**src/hdl/gpe_defines.svh**
```systemverilog
`ifndef GPE_DEFINES_SVH
`define GPE_DEFINES_SVH

// ------------------------------------------------------------------
// Register byte offsets on the register bus
// ------------------------------------------------------------------
`define GPE_OFS_DATA 8'h00
`define GPE_OFS_DIR 8'h04
`define GPE_OFS_PULL 8'h08
`define GPE_OFS_SLEW 8'h0C
`define GPE_OFS_DRIVE 8'h10

// ------------------------------------------------------------------
// Reset values and field layout
// ------------------------------------------------------------------
`define GPE_RST_DATA 8'h00
`define GPE_RST_DIR 8'h00
`define GPE_RST_PULL 8'h00
`define GPE_RST_SLEW 8'h00
`define GPE_RST_DRIVE 8'h00
`define GPE_INPUT_ONLY_BIT 1
`define GPE_OUT_CAPABLE 8'hFD
`define GPE_PORT_WIDTH 8

// ------------------------------------------------------------------
// Bus constants
// ------------------------------------------------------------------
`define GPE_HRESP_OKAY 1'b0
`define GPE_RDATA_ZERO 32'h0000_0000
`define GPE_RDATA_PAD 24'h00_0000

`endif

```
**src/hdl/gpe_pkg.sv**
```systemverilog
package gpe_pkg;

	typedef logic [7:0] gpe_byte_t;

	typedef enum logic [1:0] {
		GPE_IDLE = 2'b00,
		GPE_WRITE = 2'b01,
		GPE_RDWAIT = 2'b10,
		GPE_RDDONE = 2'b11
	} gpe_bus_state_t;

endpackage : gpe_pkg

```
**src/hdl/gpe_pad_ctrl.sv**
```systemverilog
`timescale 1ns/10ps
`include "gpe_defines.svh"

module gpe_pad_ctrl (
	input gpe_pkg::gpe_byte_t latch,
	input gpe_pkg::gpe_byte_t dir,
	input gpe_pkg::gpe_byte_t pullEn,
	input gpe_pkg::gpe_byte_t slewEn,
	input gpe_pkg::gpe_byte_t driveSel,
	input gpe_pkg::gpe_byte_t irqPinSelect,
	input gpe_pkg::gpe_byte_t irqEdgeSelect,
	output gpe_pkg::gpe_byte_t pinOut,
	output gpe_pkg::gpe_byte_t pinOe,
	output gpe_pkg::gpe_byte_t pullUpOn,
	output gpe_pkg::gpe_byte_t pullDownOn,
	output gpe_pkg::gpe_byte_t slewOn,
	output gpe_pkg::gpe_byte_t driveHigh
);
	import gpe_pkg::*;

	localparam gpe_byte_t OUT_CAPABLE = `GPE_OUT_CAPABLE;

	genvar k;
	generate
		for (k = 0; k < `GPE_PORT_WIDTH; k++) begin : g_pad
			logic drives;
			logic downReq;
			// The input-only pin has no driver whatever its bit holds.
			assign drives = dir[k] & OUT_CAPABLE[k];
			assign downReq = irqPinSelect[k] & irqEdgeSelect[k];
			assign pinOe[k] = drives;
			assign pinOut[k] = latch[k] & drives;
			// A driving pin never has a pull device on.
			assign pullUpOn[k] = pullEn[k] & ~drives & ~downReq;
			assign pullDownOn[k] = pullEn[k] & ~drives & downReq;
			assign slewOn[k] = slewEn[k] & drives;
			assign driveHigh[k] = driveSel[k] & drives;
		end
	endgenerate

endmodule : gpe_pad_ctrl

```
**src/hdl/gpe_pin_sync.sv**
```systemverilog
`timescale 1ns/10ps
`include "gpe_defines.svh"

module gpe_pin_sync (
	input logic clk,
	input logic rst,
	input gpe_pkg::gpe_byte_t pinRaw,
	output gpe_pkg::gpe_byte_t pinSync
);
	import gpe_pkg::*;

	gpe_byte_t stageOne;

	// Pins are asynchronous to clk, so each one passes two flops.
	genvar k;
	generate
		for (k = 0; k < `GPE_PORT_WIDTH; k++) begin : g_bit
			always_ff @(posedge clk) begin
				if (rst) begin
					stageOne[k] <= 1'b0;
					pinSync[k] <= 1'b0;
				end else begin
					stageOne[k] <= pinRaw[k];
					pinSync[k] <= stageOne[k];
				end
			end
		end
	endgenerate

endmodule : gpe_pin_sync

```
**src/hdl/gpe_port.sv**
```systemverilog
// Added by the designer: the AHB-Lite interface to the registers and the register offsets.
`timescale 1ns/10ps
`include "gpe_defines.svh"

module gpe_port (
	input logic clk,
	input logic rst,
	input logic hsel,
	input logic [31:0] haddr,
	input logic [1:0] htrans,
	input logic hwrite,
	input logic [2:0] hsize,
	input logic [31:0] hwdata,
	input logic hready,
	output logic hreadyout,
	output logic [31:0] hrdata,
	output logic hresp,
	input gpe_pkg::gpe_byte_t pinIn,
	output gpe_pkg::gpe_byte_t pinOut,
	output gpe_pkg::gpe_byte_t pinOe,
	output gpe_pkg::gpe_byte_t pullUpOn,
	output gpe_pkg::gpe_byte_t pullDownOn,
	output gpe_pkg::gpe_byte_t slewOn,
	output gpe_pkg::gpe_byte_t driveHigh,
	input gpe_pkg::gpe_byte_t irqPinSelect,
	input gpe_pkg::gpe_byte_t irqEdgeSelect
);
	import gpe_pkg::*;

	localparam gpe_byte_t OUT_CAPABLE = `GPE_OUT_CAPABLE;

	// ------------------------------------------------------------------
	// Register state
	// ------------------------------------------------------------------
	gpe_byte_t dataLatch;
	gpe_byte_t direction;
	gpe_byte_t pullEnable;
	gpe_byte_t slewEnable;
	gpe_byte_t driveSelect;
	gpe_byte_t pinSync;
	gpe_byte_t readData;
	gpe_byte_t effDir;

	gpe_bus_state_t state;
	gpe_bus_state_t next_state;
	logic [7:0] addrLatch;
	logic takeAccess;
	logic writeCycle;

	// ------------------------------------------------------------------
	// Pin sampling and pad control
	// ------------------------------------------------------------------
	gpe_pin_sync u_sync (
		.clk(clk),
		.rst(rst),
		.pinRaw(pinIn),
		.pinSync(pinSync)
	);

	gpe_pad_ctrl u_pad (
		.latch(dataLatch),
		.dir(direction),
		.pullEn(pullEnable),
		.slewEn(slewEnable),
		.driveSel(driveSelect),
		.irqPinSelect(irqPinSelect),
		.irqEdgeSelect(irqEdgeSelect),
		.pinOut(pinOut),
		.pinOe(pinOe),
		.pullUpOn(pullUpOn),
		.pullDownOn(pullDownOn),
		.slewOn(slewOn),
		.driveHigh(driveHigh)
	);

	// ------------------------------------------------------------------
	// Bus slave
	// ------------------------------------------------------------------
	// Only NONSEQ and SEQ start a transfer; IDLE and BUSY are ignored.
	assign takeAccess = hsel & htrans[1] & hready;
	assign writeCycle = (state == GPE_WRITE);
	assign hresp = `GPE_HRESP_OKAY;

	// Reads take one wait state so that hrdata comes from a flop and
	// still sees a write made in the data phase just before.
	assign hreadyout = (state != GPE_RDWAIT);

	always_comb begin
		next_state = state;
		case (state)
			GPE_IDLE, GPE_WRITE, GPE_RDDONE: begin
				if (takeAccess && hwrite) begin
					next_state = GPE_WRITE;
				end else if (takeAccess) begin
					next_state = GPE_RDWAIT;
				end else begin
					next_state = GPE_IDLE;
				end
			end
			GPE_RDWAIT: begin
				next_state = GPE_RDDONE;
			end
			default: begin
				next_state = GPE_IDLE;
			end
		endcase
	end

	always_ff @(posedge clk) begin
		if (rst) begin
			state <= GPE_IDLE;
		end else begin
			state <= next_state;
		end
	end

	always_ff @(posedge clk) begin
		if (rst) begin
			addrLatch <= 8'h00;
		end else if (takeAccess && hreadyout) begin
			addrLatch <= haddr[7:0];
		end
	end

	// ------------------------------------------------------------------
	// Register writes
	// ------------------------------------------------------------------
	// The latch takes every bit, input pins included, so a later switch
	// to output drives what software wrote before.
	always_ff @(posedge clk) begin
		if (rst) begin
			dataLatch <= `GPE_RST_DATA;
		end else if (writeCycle && addrLatch == `GPE_OFS_DATA) begin
			dataLatch <= hwdata[7:0];
		end
	end

	always_ff @(posedge clk) begin
		if (rst) begin
			direction <= `GPE_RST_DIR;
		end else if (writeCycle && addrLatch == `GPE_OFS_DIR) begin
			direction <= hwdata[7:0];
		end
	end

	always_ff @(posedge clk) begin
		if (rst) begin
			pullEnable <= `GPE_RST_PULL;
		end else if (writeCycle && addrLatch == `GPE_OFS_PULL) begin
			pullEnable <= hwdata[7:0];
		end
	end

	// Software is expected to rewrite this after reset; the reset value
	// is only a safe default.
	always_ff @(posedge clk) begin
		if (rst) begin
			slewEnable <= `GPE_RST_SLEW;
		end else if (writeCycle && addrLatch == `GPE_OFS_SLEW) begin
			slewEnable <= hwdata[7:0];
		end
	end

	always_ff @(posedge clk) begin
		if (rst) begin
			driveSelect <= `GPE_RST_DRIVE;
		end else if (writeCycle && addrLatch == `GPE_OFS_DRIVE) begin
			driveSelect <= hwdata[7:0];
		end
	end

	// ------------------------------------------------------------------
	// Register reads
	// ------------------------------------------------------------------
	// Bit one can never drive, so it always reads the pin.
	assign effDir = direction & OUT_CAPABLE;

	always_comb begin
		case (addrLatch)
			`GPE_OFS_DATA: begin
				readData = (effDir & dataLatch) | (~effDir & pinSync);
			end
			`GPE_OFS_DIR: begin
				readData = direction;
			end
			`GPE_OFS_PULL: begin
				readData = pullEnable;
			end
			`GPE_OFS_SLEW: begin
				readData = slewEnable;
			end
			`GPE_OFS_DRIVE: begin
				readData = driveSelect;
			end
			default: begin
				readData = 8'h00;
			end
		endcase
	end

	always_ff @(posedge clk) begin
		if (rst) begin
			hrdata <= `GPE_RDATA_ZERO;
		end else if (state == GPE_RDWAIT) begin
			hrdata <= {`GPE_RDATA_PAD, readData};
		end
	end

	logic readOfData;
	assign readOfData = (state == GPE_RDWAIT) && (addrLatch == `GPE_OFS_DATA);
endmodule : gpe_port

```
**config.mk**
```make
export PLATFORM = sky130hd
export DESIGN_NAME = gpe_port
export DESIGN_NICKNAME = d
export VERILOG_FILES = /design/src/hdl/gpe_pkg.sv /design/src/hdl/gpe_pad_ctrl.sv /design/src/hdl/gpe_pin_sync.sv /design/src/hdl/gpe_port.sv
export VERILOG_INCLUDE_DIRS = /design/src /design/src/hdl
export SDC_FILE = /design/constraint.sdc
export NUM_CORES = 1
export LEC_CHECK = 0
export BUFFER_PORTS_ARGS = -buffer_cell sky130_fd_sc_hd__buf_2
export CORE_ASPECT_RATIO = 1.4
export CORE_UTILIZATION = 46
export DETAILED_ROUTE_END_ITERATION = 6
export HOLD_SLACK_MARGIN = 0.08
export PLACE_DENSITY = 0.8
export SLEW_MARGIN = 20
export SYNTH_ARGS = -nofsm -noshare
export SYNTH_HDL_FRONTEND = slang
export SYNTH_HIERARCHICAL = 1
export SYNTH_SLANG_ARGS = --single-unit
```
**constraint.sdc**
```tcl
create_clock -name clk -period 2.07 [get_ports clk]
set_input_delay 0.207 -clock clk [delete_from_list [all_inputs] [get_ports clk]]
set_output_delay 0.207 -clock clk [all_outputs]
set_load 0.01 [all_outputs]
```
==> flow_metrics.py <==
metrics = {
    "finish": {
        "fin_area_sq_um": 4310,
        "multi_input_area_sq_um": 1880,
        "fillers": 662,
        "layout_common_cells": "buf_2, dfxtp_1, nor2_1, nand2_1, mux2i_1",
        "n_antenna_cell": 0,
        "syn2layout_area_growth_pct": 19.8,
        "drive_above_1_share": 0.365,
        "num-nets-final": 594,
        "seqCellArea_sq_um": 1460,
        "final_common_cell": "buf_2",
    },
    "detailed_routing": {
        "drt_iter0_drc": 151,
        "via_per_inst": 5.07,
        "drtPass1Iterations": 6,
        "wl_mm": 7.96,
        "antenna_left": 0,
        "vias": 3030,
        "wl_per_cell_microns": 13.3,
        "post-route-drc-count": 0,
    },
    "global_routing": {
        "grt_pass1_wl_mm": 13.0,
        "grt_util_all_layers": 0.202,
        "grt_max_degree": 37,
        "met1_usage": 0.227,
        "top_usage_layer": "met2",
        "grt_antenna_before_repair": 0,
        "use_met3": 0.0451,
        "globalRouteMet2Util": 0.348,
        "grt_pass1_vias": 2802,
        "overflow": 0,
    },
    "clock_network": {
        "cts_resized": 0,
        "cts-root-buf": "clkbuf_8",
        "clock_path_buffers": 2,
        "cts_setup_buffers": 0,
        "cts_made_buffers": 9,
        "cts_htree_levels": 3,
        "ctsHoldBuffers": 8,
        "cts.sinks": 73,
        "clk_pin_slew_ns": 0.07,
        "cts_tree": "done",
        "clock_latency_ns": 0.35,
    },
    "placement": {
        "hpwlAfterDp_mm": 5.89,
        "portBuffers": 98,
        "gp_congestion": 0.844,
        "placed_area_sq_um": 4040,
    },
    "sta": {
        "fmax_mhz": 531,
        "hold_viol_final": 0,
        "tightest_slew_ns": 0.647,
        "setup_viol": 0,
        "skew_ns": 0.00629,
        "slew_viol_final": 0,
        "fin_tns_setup_ns": 0,
        "min_period_over_period": 0.909,
        "rsz0062_at_grt": "no",
        "fin_crit_ns": 1.88,
        "relSlewSlack": 0.568,
    },
    "floorplan": {
        "die_y_microns": 107,
        "core_area_sq_um": 7450,
        "dieArea_sq_um": 8180,
        "ioPinCount": 180,
        "die_w_microns": 76.7,
        "initial_utilization": 0.483,
        "fp-row-count": 37,
    },
    "status": {
        "status": "complete, no violations",
    },
    "worst_setup_path": {
        "cp_max_fo": 8,
        "startpoint_type": "register",
        "crit_arrival_ns": 2.10,
        "path_class": "register to register",
        "required_ns": 2.29,
        "endpoint_kind": "register",
    },
    "flow_run": {
        "maxCapViolCount": 0,
    },
    "synth": {
        "ys_warn_count": 6,
        "synth.avg_cell_area_sq_um": 9.06,
        "synth_cells": 397,
        "netlist_area_sq_um": 3600,
    },
    "pwr": {
        "leakagePower_uw": 0.00210,
        "pwr-share-comb": 0.091,
        "pwr-share-seq": 0.520,
        "peakVddDrop_v": 0.000585,
        "p_per_area_nw_per_um2": 648,
        "p_int_uw": 2120,
        "p_sw_uw": 670,
        "clkPwrFrac": 0.389,
        "swShare": 0.240,
    },
    "min_path": {
        "min_path_type": "input port to register",
    },
}
==> flip-flops by register name, summed over array words and instances (netlist names) <==
name             count
driveSelect          8
slewEnable           8
pullEnable           8
hrdata               8
u_sync/stageOne      8
direction            8
state                2
addrLatch            8
u_sync/pinSync       8
dataLatch            7
==> cell type report <==
cell class | count | share of cell area
inverter | 1 | 0.000871
tap | 97 | 0.0282
sequential | 73 | 0.339
multi-input combinational | 296 | 0.437
clock inverter | 3 | 0.00929
clock buffer | 13 | 0.0346
timing repair buffer | 115 | 0.151
==> per-layer routing <==
layer | vias up | routed length (microns)
li1 | 1484 | -
met1 | 1415 | 3180
met2 | 114 | 4060
met3 | 17 | 502
met4 | 0 | 216
met5 | - | 0
==> metrics by stage <==
stage	utilization	setup slack (ns)	hold slack, ns	cells	power, uW
after global placement	0.542	0.217	0.416	574	1720
after detailed placement	0.542	0.189	0.421	574	1730
final	0.578	0.188	0.104	598	2790
after global routing	0.578	0.0324	0.104	598	2900
after CTS	0.578	0.160	0.0869	598	2810
after floorplan	-	0.501	0.335	424	1670
==> final timing paths <==
kind / cells past startpoint / slack, ns / endpoint / startpoint
setup / recovery: 4 / 0.19 / pullEnable[5] / addrLatch[4]
hold / removal: 3 / 0.10 / addrLatch[1] / haddr[1]
setup reg to reg: 4 / 0.19 / pullEnable[5] / addrLatch[4]
hold reg to reg: 1 / 0.44 / u_sync/pinSync[3] / u_sync/stageOne[3]
==> power by group through the flow <==
stage | Combinational, uW | Clock (uW) | Sequential [uW]
2_1_floorplan | 183 | 0 | 1480
3_3_place_gp | 236 | 0 | 1480
3_5_place_dp | 242 | 0 | 1480
4_1_cts | 254 | 1100 | 1450
5_1_grt | 281 | 1160 | 1450
6_report | 255 | 1090 | 1450
==> worst max-delay path, cell delays in order (launching register included) <==
cell and delay, ns:
dfxtp_1 0.39, nor4_4 0.57, nand4_2 0.47, mux2i_1 0.27, nor2_1 0.05
Power figures use the tool's default switching activity.
